--- src/core/cps_defines.svh ---
// Constants for the correlator panel status block.
// Assumes a 100 MHz ref_clk; included by its bare name.
`ifndef CPS_DEFINES_SVH
`define CPS_DEFINES_SVH
// Clock period in ns
`define CPS_CLK_PERIOD_NS 10
// Least stable time of the pushbutton, in microseconds
`define CPS_DEBOUNCE_US 5
// Debounce count in cycles, rounded up
`define CPS_DEBOUNCE_CYC ((`CPS_DEBOUNCE_US * 1000 + `CPS_CLK_PERIOD_NS - 1) / `CPS_CLK_PERIOD_NS)
// Debounce counter width
`define CPS_DEB_W 10
// Resync pattern length in bits
`define CPS_RESYNC_BITS 8
// Bandwidth selector code for the standard 2 MHz band
`define CPS_BW_STANDARD 3'h2
// Counter function selector: delay
`define CPS_FUNC_DELAY 1'h0
// Counter function selector: fringe rate
`define CPS_FUNC_FRINGE 1'h1
`endif

--- src/core/cps_pkg.sv ---
// Types for the correlator panel status block.
// Assumes nothing of its surroundings.
package cps_pkg;
    // Computer phase as reported by the control computer
    typedef enum logic [2:0] {
        idle_computer_phase   = 3'h0,
        first_setup_phase     = 3'h1,
        second_setup_phase    = 3'h2,
        tracking_entry_phase  = 3'h3,
        steady_tracking_phase = 3'h4
    } cps_phase_t;
    // Selected tape unit
    typedef enum logic {
        cps_unit_a = 1'h0,
        cps_unit_b = 1'h1
    } cps_unit_t;
endpackage

--- src/core/cps_btn_if.sv ---
// Interface between the panel top and the pushbutton debouncer.
// Assumes one clock domain.
`timescale 1ns/10ps
`default_nettype none
interface cps_btn_if;
    logic press_pulse; // One-cycle pulse per clean press
    logic level;       // Debounced button level
    modport deb (output press_pulse, output level);
    modport top (input press_pulse, input level);
endinterface
`default_nettype wire

--- src/core/cps_debounce.sv ---
// Pushbutton debouncer: synchronised input to one pulse per press.
// Assumes the raw input is already synchronised to ref_clk.
`timescale 1ns/10ps
`default_nettype none
`include "cps_defines.svh"
module cps_debounce (
    // Clock, reset, enable
    input  wire logic ref_clk,
    input  wire logic rst_b,
    input  wire logic clk_en,
    // Synchronised raw button
    input  wire logic btn_sync,
    // Clean outputs
    cps_btn_if.deb    btn
);
    logic [`CPS_DEB_W-1:0] cnt_reg;   // Stability counter
    logic                  level_reg; // Accepted level
    logic                  pulse_reg; // Press pulse
    wire                   differs;   // Raw differs from accepted
    wire                   stable;    // Raw held long enough
    assign differs = btn_sync != level_reg;
    assign stable  = cnt_reg == `CPS_DEB_W'(`CPS_DEBOUNCE_CYC - 1);

    // Accept a new level only after it stays put for the full count
    always_ff @(posedge ref_clk or negedge rst_b) begin
        if (!rst_b) begin
            cnt_reg   <= '0;
            level_reg <= 1'b0;
            pulse_reg <= 1'b0;
        end else if (clk_en) begin
            pulse_reg <= differs && stable && btn_sync;
            if (!differs) begin
                cnt_reg <= '0;
            end else if (stable) begin
                cnt_reg   <= '0;
                level_reg <= btn_sync;
            end else begin
                cnt_reg <= cnt_reg + 1'b1;
            end
        end
    end
    assign btn.press_pulse = pulse_reg;
    assign btn.level       = level_reg;
endmodule
`default_nettype wire

--- src/core/cps_panel.sv ---
// Front-panel status and selection logic of the correlator controller.
// Assumes pins and switches are asynchronous; phase and events from
// the control computer and tape channels arrive on ref_clk.
//
// Overview of operation
// - One indicator per tape unit shows time-code source
// - Button toggles unit only when halted or idle
// - Separate ones and zeros activity indicators
// - Resync use sets dropout, held to frame end
// - Selector routes delay or fringe rate to counter
// - Two delay sign lights; none for fringe
// - Invalid-delay light when delay is shown and out of range
// - Time-constant selector picks display averaging
// - 2 MHz nominal; bandwidth and auto/cross selectors
// - Nonstandard_band_indicator light unless 2 MHz cross correlation
// - Computer light C0-C2, tracking C3-C4, exclusive
// - No valid phase leaves both lights dark
`timescale 1ns/10ps
`default_nettype none
`include "cps_defines.svh"
module cps_panel (
    // Clock, reset, enable
    input  wire logic       ref_clk,
    input  wire logic       rst_b,
    input  wire logic       clk_en,
    // Panel switches and pushbutton (asynchronous)
    input  wire logic       unit_button,
    input  wire logic       counter_func_sw,
    input  wire logic [2:0] bandwidth_sw,
    input  wire logic       autocorr_sw,
    input  wire logic [2:0] time_const_sw,
    // Tape unit bit activity, per unit (same clock)
    input  wire logic [1:0] ones_seen,
    input  wire logic [1:0] zeros_seen,
    // Resync and frame events, per unit (same clock)
    input  wire logic [1:0] resync_used,
    input  wire logic [1:0] frame_end,
    // Control computer (same clock)
    input  wire logic       computer_halted,
    input  wire logic       phase_valid,
    input  wire logic [2:0] computer_phase,
    input  wire logic [1:0] dropout_clear,
    // Delay and fringe-rate sources (same clock)
    input  wire logic       delay_gate,
    input  wire logic       delay_pulse,
    input  wire logic       delay_negative,
    input  wire logic       delay_overrange,
    input  wire logic       fringe_gate,
    input  wire logic       fringe_pulse,
    // Indicators
    output logic            unit_a_lamp,
    output logic            unit_b_lamp,
    output logic            ones_lamp,
    output logic            zeros_lamp,
    output logic [1:0]      resync_used_indicator,
    output logic            delay_minus_lamp,
    output logic            delay_plus_lamp,
    output logic            invalid_delay_lamp,
    output logic            nonstandard_band_indicator,
    output logic            computer_lamp,
    output logic            tracking_lamp,
    // External counter and correlator settings
    output logic            counter_gate_signal,
    output logic            counter_input_signal,
    output logic [2:0]      avg_select,
    output logic [2:0]      sample_rate_select,
    output logic            autocorr_mode
);
    ////////////////////////////////////////////////////////////////////
    // Pin synchronisers: two flops before any logic
    localparam int SW_W = 9; // Button, function, bandwidth, auto, tc
    logic [SW_W-1:0] sw_meta_reg; // First stage
    logic [SW_W-1:0] sw_sync_reg; // Second stage
    wire  [SW_W-1:0] sw_raw;      // Bundled pins
    assign sw_raw = {unit_button, counter_func_sw, bandwidth_sw,
                     autocorr_sw, time_const_sw};

    // Shift the asynchronous pins through two stages
    always_ff @(posedge ref_clk or negedge rst_b) begin
        if (!rst_b) begin
            sw_meta_reg <= '0;
            sw_sync_reg <= '0;
        end else if (clk_en) begin
            sw_meta_reg <= sw_raw;
            sw_sync_reg <= sw_meta_reg;
        end
    end
    wire       btn_s  = sw_sync_reg[8];    // Button
    wire       func_s = sw_sync_reg[7];    // Counter function
    wire [2:0] bw_s   = sw_sync_reg[6:4];  // Bandwidth
    wire       auto_s = sw_sync_reg[3];    // Autocorrelation
    wire [2:0] tc_s   = sw_sync_reg[2:0];  // Time constant

    ////////////////////////////////////////////////////////////////////
    // Pushbutton debounce
    cps_btn_if btn_bus ();
    cps_debounce u_deb (
        .ref_clk  (ref_clk),
        .rst_b    (rst_b),
        .clk_en   (clk_en),
        .btn_sync (btn_s),
        .btn      (btn_bus.deb)
    );

    ////////////////////////////////////////////////////////////////////
    // Phase decode, used for the unit gate and the lamps
    function automatic logic is_setup(input logic [2:0] ph);
        is_setup = ph == cps_pkg::idle_computer_phase ||
                   ph == cps_pkg::first_setup_phase ||
                   ph == cps_pkg::second_setup_phase;
    endfunction
    function automatic logic is_track(input logic [2:0] ph);
        is_track = ph == cps_pkg::tracking_entry_phase ||
                   ph == cps_pkg::steady_tracking_phase;
    endfunction
    wire phase_idle = phase_valid &&
         computer_phase == cps_pkg::idle_computer_phase;
    wire toggle_ok  = computer_halted || phase_idle;
    wire comp_next  = phase_valid && !computer_halted &&
                      is_setup(computer_phase);
    wire track_next = phase_valid && !computer_halted &&
                      is_track(computer_phase);

    ////////////////////////////////////////////////////////////////////
    // Unit selection
    cps_pkg::cps_unit_t unit_reg;  // Selected time-code unit
    cps_pkg::cps_unit_t unit_next; // Next selection
    assign unit_next = (btn_bus.press_pulse && toggle_ok) ?
        cps_pkg::cps_unit_t'(~unit_reg) : unit_reg;

    ////////////////////////////////////////////////////////////////////
    // Dropout flags: set wins over the computer's clear
    logic [1:0] drop_reg;  // Per-unit resync-used flags
    logic [1:0] drop_next; // Next flags
    genvar gi;
    generate
        for (gi = 0; gi < 2; gi++) begin : g_drop
            assign drop_next[gi] = resync_used[gi] ||
                (drop_reg[gi] && !dropout_clear[gi]);
        end
    endgenerate

    ////////////////////////////////////////////////////////////////////
    // Selection and decode wires
    wire sel_b      = unit_reg == cps_pkg::cps_unit_b;
    wire ones_next  = sel_b ? ones_seen[1]  : ones_seen[0];
    wire zeros_next = sel_b ? zeros_seen[1] : zeros_seen[0];
    wire show_delay = func_s == `CPS_FUNC_DELAY;
    wire gate_next  = show_delay ? delay_gate  : fringe_gate;
    wire input_next = show_delay ? delay_pulse : fringe_pulse;
    wire minus_next = show_delay && delay_negative;
    wire plus_next  = show_delay && !delay_negative;
    wire narrow_next = (bw_s != `CPS_BW_STANDARD) || auto_s;

    ////////////////////////////////////////////////////////////////////
    // Output registers: every output straight from a flop
    always_ff @(posedge ref_clk or negedge rst_b) begin
        if (!rst_b) begin
            unit_reg                   <= cps_pkg::cps_unit_a;
            drop_reg                   <= 2'h0;
            unit_a_lamp                <= 1'b0;
            unit_b_lamp                <= 1'b0;
            ones_lamp                  <= 1'b0;
            zeros_lamp                 <= 1'b0;
            resync_used_indicator      <= 2'h0;
            delay_minus_lamp           <= 1'b0;
            delay_plus_lamp            <= 1'b0;
            invalid_delay_lamp         <= 1'b0;
            nonstandard_band_indicator <= 1'b0;
            computer_lamp              <= 1'b0;
            tracking_lamp              <= 1'b0;
            counter_gate_signal        <= 1'b0;
            counter_input_signal       <= 1'b0;
            avg_select                 <= 3'h0;
            sample_rate_select         <= 3'h0;
            autocorr_mode              <= 1'b0;
        end else if (clk_en) begin
            unit_reg                   <= unit_next;
            drop_reg                   <= drop_next;
            unit_a_lamp                <= !sel_b;
            unit_b_lamp                <= sel_b;
            ones_lamp                  <= ones_next;
            zeros_lamp                 <= zeros_next;
            resync_used_indicator      <= drop_next;
            delay_minus_lamp           <= minus_next;
            delay_plus_lamp            <= plus_next;
            invalid_delay_lamp         <= show_delay &&
                                          delay_overrange;
            nonstandard_band_indicator <= narrow_next;
            computer_lamp              <= comp_next;
            tracking_lamp              <= track_next;
            counter_gate_signal        <= gate_next;
            counter_input_signal       <= input_next;
            avg_select                 <= tc_s;
            sample_rate_select         <= bw_s;
            autocorr_mode              <= auto_s;
        end
    end

    wire unused_ok = &{1'b0, btn_bus.level, frame_end};
endmodule
`default_nettype wire

--- config.mk ---
export PLATFORM = sky130hd
export DESIGN_NAME = cps_panel
export DESIGN_NICKNAME = d
export VERILOG_FILES = /design/src/core/cps_pkg.sv /design/src/core/cps_btn_if.sv /design/src/core/cps_debounce.sv /design/src/core/cps_panel.sv
export VERILOG_INCLUDE_DIRS = /design/src /design/src/core
export SDC_FILE = /design/constraint.sdc
export NUM_CORES = 1
export LEC_CHECK = 0
export ABC_AREA = 1
export ABC_CLOCK_PERIOD_IN_PS = 2700
export BUFFER_PORTS_ARGS = -buffer_cell sky130_fd_sc_hd__buf_2
export CAP_MARGIN = 20
export CORE_MARGIN = 5
export CORE_UTILIZATION = 37
export CTS_BUF_LIST = sky130_fd_sc_hd__clkbuf_4 sky130_fd_sc_hd__clkbuf_8
export DETAILED_ROUTE_END_ITERATION = 16
export GPL_ROUTABILITY_DRIVEN = 0
export PLACE_DENSITY = 0.68
export SLEW_MARGIN = 20
export SYNTH_ARGS = -nofsm -noshare
export SYNTH_HDL_FRONTEND = slang
export SYNTH_HIERARCHICAL = 1
export SYNTH_SLANG_ARGS = --single-unit
--- constraint.sdc ---
create_clock -name ref_clk -period 2.7 [get_ports ref_clk]
set_input_delay 0.135 -clock ref_clk [delete_from_list [all_inputs] [get_ports ref_clk]]
set_output_delay 0.135 -clock ref_clk [all_outputs]
set_load 0.005 [all_outputs]
==> summary.txt, run 1 <==
Setup path
  – Slowest Stage Delay on Critical Path: 0.42 ns
  – Setup slack, reg-to-reg: approximately 1.3 ns
  – Cell chain of the critical path: ha_1 -> nand2_1 -> nor2_1 -> nand3_4 -> nand2_4 -> inv_4 -> nand3_2 -> o21ai_1
  – Setup crit end kind: flop
  – Worst r2r src: u_deb/cnt_reg[0]
  – R2R Path End: u_deb/cnt_reg[4]
  – Critical path type: flop to flop
  – CP arrival: 1.59 ns
  – CP max FO: 6
  – Critical path launch point type: flop
  – Reg2Reg Depth: 8
  – Slowest-stage cell, CP: dfrtp_1
  – Critical Path RT: 2.87 ns

Detailed routing
  – Total wire length: between 4 and 5 mm
  – Routed wire per std cell: 11.8 um
  – Post-route DRC: 0
  – Number of DRC markers in iteration 0: 71
  – Initial DRT Pass Iterations: 4
  – Vias: 1800
  – Post-route ant nets: 0
  – Vias per cell: 4.70

Power
  – Lkg Pwr: ~1.3 nW
  – Comb power frac: about an eighth
  – Sw Share: 27.2%
  – Clock network power share: between 30% and 40%
  – Cell Int Power: 1.11 mW
  – Final Total Pwr: around 1.5 mW
  – Peak VDD IR: 0.000249 V
  – NetSw: 416 uW
  – Cell Pwr Density: 564 nW/um^2
  – Seq pwr share: a little under three fifths

STA
  – Unrepaired setup endpoints after global routing: false
  – Max Clock Skew: 0.0104 ns
  – Rel. slew slack: 61.2%
  – Least-Margin Pin Slew: 0.582 ns
  – Setup TNS: 0 ns
  – Fin crit share: between 50 and 60%
  – Final Hold Vio Count: 0
  – Final min period: 1.41 ns
  – F_max: 0.709 GHz
  – Final Max Slew Viols: 0
  – Setup-failing EPs final: 0
  – PnR worst setup slack: 1.29 ns
  – Hold WS: 0.0139 ns

Yosys
  – Yosys cell types: 31
  – Post-synthesis sequential area ratio: 56.5%
  – Syn Nets: about 290
  – Commonest register cell after synthesis: dfrtp_1
  – Post-Synthesis Cell Area: about 2300 sq um
  – Number of flops mapped to enable cells by yosys: 0
  – Syn Area/Cell: 9.07 sq um
  – Syn Inst Count: 254
  – Synth warn: 6
  – Async S/R FF share, synth: 100%
  – Seq cells post-synth: 52

Global routing
  – Met3 usage in global routing: roughly 2.9%
  – Vias in the first global route: around 1700
  – Tot GR Track Use: 12.3%
  – First-pass GRT wire length: around 7.7 mm
  – Met2 Use GR: between 20% and 30%
  – Pin count of the biggest net entering global routing: 36
  – Overflow after GRT: 0
  – Met1 GRT Util: 15.5%
  – Busiest grt layer: met2
  – Initial antenna violation count: 0

Layout
  – Share of layout cells above drive strength 1: 25.6%
  – Max reg flops: 10
  – N_diodes: 0
  – Post-route cell area: 2710 sq um
  – Area delta synth->final: 17.7%
  – Final net count: 341
  – Most common cell after layout, fill and taps aside: nand2_1
  – Commonest non-fill, non-tap cells in the layout: nand2_1 (85), dfrtp_1 (52), buf_2 (51), o21ai_0 (23), inv_1 (22)

Clocking
  – Root Buffer: clkbuf_8
  – Clock transition at path regs: 0.10 ns
  – Clk_lat worst skew: 0.31 ns
  – CTS tree: done
  – Clock buffer depth: 2
  – CTS sink count: 52
  – Total CTS buffers: 5
  – H-tree Lvls: 2

Die
  – Initial Util: ~38%
  – # IOs: 54
  – Width of the die: 88.9 um
  – Die area: ~7900 sq um
  – Rows: 28
  – Core ar.: 5990 sq um
  – Die height: 88.9 um

Place
  – Dpl hpwl: 3.28 mm
  – Buffers added on ports: a little over 50
  – Placed Area: 2600 sq um
  – Post-placement worst setup slack: 1.26 ns

Hold path
  – Hold WC Path Type: input pin to flop
  – Hold depth: 3
  – Hold EP: sw_meta_reg[4]
  – Hold Crit Start: bandwidth_sw[0]

Status
  – Status: completed

Flow run
  – Max-cap check violation count: 0
==> power by group through the flow <==
stage	registers (mW)	clock network, mW	logic (mW)
after floorplan	0.887	0	0.0948
after global placement	0.887	0	0.181
after detailed placement	0.889	0	0.186
after CTS	0.874	0.493	0.188
after global routing	0.882	0.523	0.213
final	0.873	0.473	0.182
==> kinds of logic after synthesis <==
logic type               share of synthesized area (%)
flip-flops                                        56.5
AO/OA/AOI/OAI                                     11.5
buffers and inverters                             6.95
AND/OR/NAND/NOR                                   23.4
XOR/XNOR                                          1.14
adder cells (fa/ha/maj)                          0.543
==> routing by layer <==
metal,vias up,wire length (um),part of all wire (%)
met5,-,0,0
met3,4,309,6.9
met1,835,1960,44
met4,0,54,1.2
met2,42,2170,48
li1,919,-,-
==> critical path: cells and delay by family (launching register included) <==
family / cells / cell delay [ns]
buf+inv: 1 / 0.06
fa+ha+maj: 1 / 0.23
simple gates: 5 / 0.51
compound gates: 1 / 0.06
flops: 1 / 0.42
==> layout make-up <==
class,count,area (sq um)
multi-input cells,169,842
fillers,594,3280
inverters,25,96.3
clock inverters,3,28.8
repair buffers,54,280
well taps,75,93.8
clock buffers,5,68.8
flip-flops and latches,52,1300
==> synth_stat cells, types with 3 or more instances <==
master    n  area share [%]
nand2_1  85              14
dfrtp_1  52              56
o21ai_0  23             5.0
inv_1    22             3.6
o21ai_1  13             2.8
nand3_1   9             2.0
nor2_1    9             1.5
nand3_2   5             2.2
buf_2     3            0.65
buf_6     3             1.5
nand2_2   3            0.81
==> worst max path at each step <==
| stage | startpoint | endpoint | slack, ns | depth (start not counted) |
|---|---|---|---|---|
| after floorplan | u_deb/cnt_reg[0] | u_deb/cnt_reg[9] | 1.45 | 8 |
| after global routing | u_deb/cnt_reg[0] | u_deb/cnt_reg[6] | 1.17 | 7 |
| final | u_deb/cnt_reg[0] | u_deb/cnt_reg[4] | 1.29 | 8 |
| after detailed placement | clk_en | delay_plus_lamp | 1.26 | 3 |
| after CTS | u_deb/cnt_reg[0] | u_deb/cnt_reg[4] | 1.28 | 8 |
| after global placement | clk_en | delay_plus_lamp | 1.28 | 3 |
==> repair_timing <==
action | CTS | global route
hold buffers | 1 | 0
hold endpoints to repair | 21 | 0
gates resized for setup | 0 | 0
buffers inserted | 0 | 0
==> metrics by stage <==
step,utilization [%],cells
after global placement,43.5,374
after CTS,45.3,383
after detailed placement,43.5,374
after global routing,45.3,383
final,45.3,383
after floorplan,-,254
Power figures use the tool's default switching activity.
==> run 2, diff against run 1 <==
ABC_CLOCK_PERIOD_IN_PS = 1350   (was 2700)
clock period = 1.35 ns   (was 2.7 ns; I/O delays follow)
==> run 2 against run 1 <==
  * First-iteration DRC count up 11%
  * Routed wire length rose by 1.6%
  * Maximum frequency grew 12%
  * Global-route usage rose by 0.59 points
  * Register-to-register slack worse by 1.2 ns
  * Clock skew is 0.00057 ns lower
  * Clock power grew 92%
  * Non-clock buffer count grew 18
  * Core utilization up 3.5 points
  * Critical endpoint is now u_deb/cnt_reg[6]
==> summary.txt, run 2 (synthesized netlist as in run 1, its figures left out) <==
Power
  – Comb power frac: 13.7% (was 11.9%)
  – Clock network power share: 29.6% (was 31.0%)
  – Seq pwr share: 56.7% (was 57.2%)
  – Lkg Pwr: 1.42 nW (was 1.35 nW)
  – Cell Pwr Density: 1050 nW/um^2 (was 564 nW/um^2)
  – Cell Int Power: 2.26 mW (was 1.11 mW)
  – Peak VDD IR: 0.000544 V (was 0.000249 V)
  – Sw Share: 26.6% (was 27.2%)
  – NetSw: 819 uW (was 416 uW)

Layout
  – Share of layout cells above drive strength 1: 26.7% (was 25.6%)
  – Final net count: 359 (was 341)
  – Max reg flops: 10 (unchanged)
  – Fillers: 564 (was 594)
  – Commonest non-fill, non-tap cells in the layout: nand2_1 (84), dfrtp_1 (52), buf_2 (51), inv_1 (22), o21ai_0 (22) (was nand2_1 (85), dfrtp_1 (52), buf_2 (51), o21ai_0 (23), inv_1 (22))
  – Area delta synth->final: 26.9% (was 17.7%)
  – Most common cell after layout, fill and taps aside: nand2_1 (unchanged)
  – Seq. cell area: 1300 sq um (unchanged)
  – Multi-input gate area: 872 sq um (was 842 sq um)
  – Post-route cell area: 2920 sq um (was 2710 sq um)
  – N_diodes: 0 (unchanged)

Setup path
  – Critical path launch point type: flop (unchanged)
  – Worst r2r src: u_deb/cnt_reg[1] (was u_deb/cnt_reg[0])
  – CP max FO: 3 (was 6)
  – Slowest Stage Delay on Critical Path: 0.41 ns (was 0.42 ns)
  – CP arrival: 1.50 ns (was 1.59 ns)
  – Setup crit end kind: flop (unchanged)
  – Critical Path RT: 1.59 ns (was 2.87 ns)
  – Cell chain of the critical path: ha_4 -> nand2_1 -> nor2_2 -> nand2_1 -> o21ai_1 -> nand3_2 -> o21ai_2 (was ha_1 -> nand2_1 -> nor2_1 -> nand3_4 -> nand2_4 -> inv_4 -> nand3_2 -> o21ai_1)
  – Critical path type: flop to flop (unchanged)
  – Slowest-stage cell, CP: dfrtp_1 (unchanged)
  – Crit path from: u_deb/cnt_reg[1] (was u_deb/cnt_reg[0])
  – WP buf/inv: 0 (was 1)
  – Worst path most repeated cell: nand2_1
  – Largest delay contributor family on the critical path: simple AND/OR/NAND/NOR gates (unchanged)

Clocking
  – CTS tree: done (unchanged)
  – Clock transition at path regs: 0.09 ns (was 0.10 ns)
  – Total CTS buffers: 5 (unchanged)
  – Clock buffer depth: 2 (unchanged)
  – CTS sink count: 52 (unchanged)
  – H-tree Lvls: 2 (unchanged)
  – Root Buffer: clkbuf_8 (unchanged)
  – Clk_lat worst skew: 0.31 ns (about the same)

STA
  – Final Max Slew Viols: 0 (unchanged)
  – Fin crit share: 93.0% (was 52.3%)
  – PnR worst setup slack: 0.0939 ns (was 1.29 ns)
  – Least-Margin Pin Slew: 0.540 ns (was 0.582 ns)
  – Final Hold Vio Count: 0 (unchanged)
  – Final min period: 1.26 ns (was 1.41 ns)
  – Setup-failing EPs final: 0 (unchanged)
  – F_max: 0.796 GHz (was 0.709 GHz)
  – Hold WS: 0.0331 ns (was 0.0139 ns)
  – Rel. slew slack: 63.9% (was 61.2%)
  – Max Clock Skew: 0.00978 ns (was 0.0104 ns)

Detailed routing
  – Post-route DRC: 0 (unchanged)
  – Post-route ant nets: 0 (unchanged)
  – Vias: 1877 (was 1800)
  – Initial DRT Pass Iterations: 4 (unchanged)
  – Routed wire per std cell: 11.4 um (was 11.8 um)
  – Total wire length: 4.57 mm (was 4.50 mm)
  – Number of DRC markers in iteration 0: 79 (was 71)
  – Vias per cell: 4.68 (was 4.70)

Hold path
  – Hold Crit Start: fringe_pulse (was bandwidth_sw[0])
  – Hold WC Path Type: input pin to flop (unchanged)

Global routing
  – Tot GR Track Use: 12.9% (was 12.3%)
  – First-pass GRT wire length: 8.05 mm (was 7.67 mm)
  – Pin count of the biggest net entering global routing: 53 (was 36)
  – Overflow after GRT: 0 (unchanged)
  – Initial antenna violation count: 0 (unchanged)
  – Vias in the first global route: 1897 (was 1748)

Place
  – Buffers added on ports: 51 (unchanged)
  – Post-placement worst setup slack: 0.0370 ns (was 1.26 ns)
  – Dpl hpwl: 3.24 mm (was 3.28 mm)
  – Placed Area: 2650 sq um (was 2600 sq um)

Die
  – Die area: 7900 sq um (unchanged)
  – Core ar.: 5990 sq um (unchanged)
  – # IOs: 54 (unchanged)
  – Initial Util: 38.5% (unchanged)
  – Rows: 28 (unchanged)
  – Die height: 88.9 um (unchanged)
  – Width of the die: 88.9 um (unchanged)

Status
  – Status: completed (unchanged)

Flow run
  – Max-cap check violation count: 0 (unchanged)
run 2: power by group through the flow:
stage	clock network (mW)	registers [mW]	logic (mW)
after floorplan	0	1.77	0.190
after global placement	0	1.77	0.382
after detailed placement	0	1.77	0.393
after CTS	0.959	1.74	0.425
after global routing	1.01	1.76	0.493
final	0.909	1.75	0.421
run 2: worst min-delay path: cells and delay by family:
kind | cells | cell delay (ns)
and+or+nand+nor | 1 | 0.03
AOI/OAI and AO/OA | 1 | 0.12
buffers and inverters | 1 | 0.08
run 2: per-layer routing:
layer  routed length, um  part of all wire [%]  vias up  GRT usage [%]
met5                   0                     0        -              0
met4                  64                   1.4        0           5.08
met3                 289                   6.3        8           2.86
met2                2130                    47       44           21.5
met1                2090                    46      871           16.3
li1                    -                     -      954              -
run 2: area by class of cell:
cell class	count	area share [%]
Sequential cell	52	44.5
Multi-Input combinational cell	169	29.8
Timing Repair Buffer	72	15.8
Inverter	25	3.38
Tap cell	75	3.21
Clock buffer	5	2.35
Clock inverter	3	0.942
run 2: final timing paths:
check / cells past startpoint / slack, ns / to
min reg2reg: 2 / 0.47 / avg_select[1]
max reg2reg: 7 / 0.09 / u_deb/cnt_reg[6]
max: 7 / 0.09 / u_deb/cnt_reg[6]
max in group asynchronous: 3 / 0.85 / avg_select[1]
min in group asynchronous: 3 / 0.28 / u_deb/cnt_reg[2]
min: 3 / 0.03 / counter_input_signal
run 2: through the flow:
| stage | std cells | TNS, ns | util (%) | power, mW |
|---|---|---|---|---|
| final | 401 | 0 | 48.8 | 3.08 |
| after global routing | 401 | -0.0288 | 48.8 | 3.27 |
| after CTS | 400 | 0 | 48.1 | 3.13 |
| after detailed placement | 378 | 0 | 44.2 | 2.17 |
| after global placement | 378 | 0 | 44.2 | 2.15 |
| after floorplan | 254 | 0 | - | 1.96 |
run 2: what timing repair did:
action / 4_1_cts / 5_1_grt
endpoints found under the setup margin: 0 / 9
resized for setup: 0 / 8
endpoints found under the hold margin: 66 / 0
hold buffers: 14 / 0
setup buffers: 0 / 1
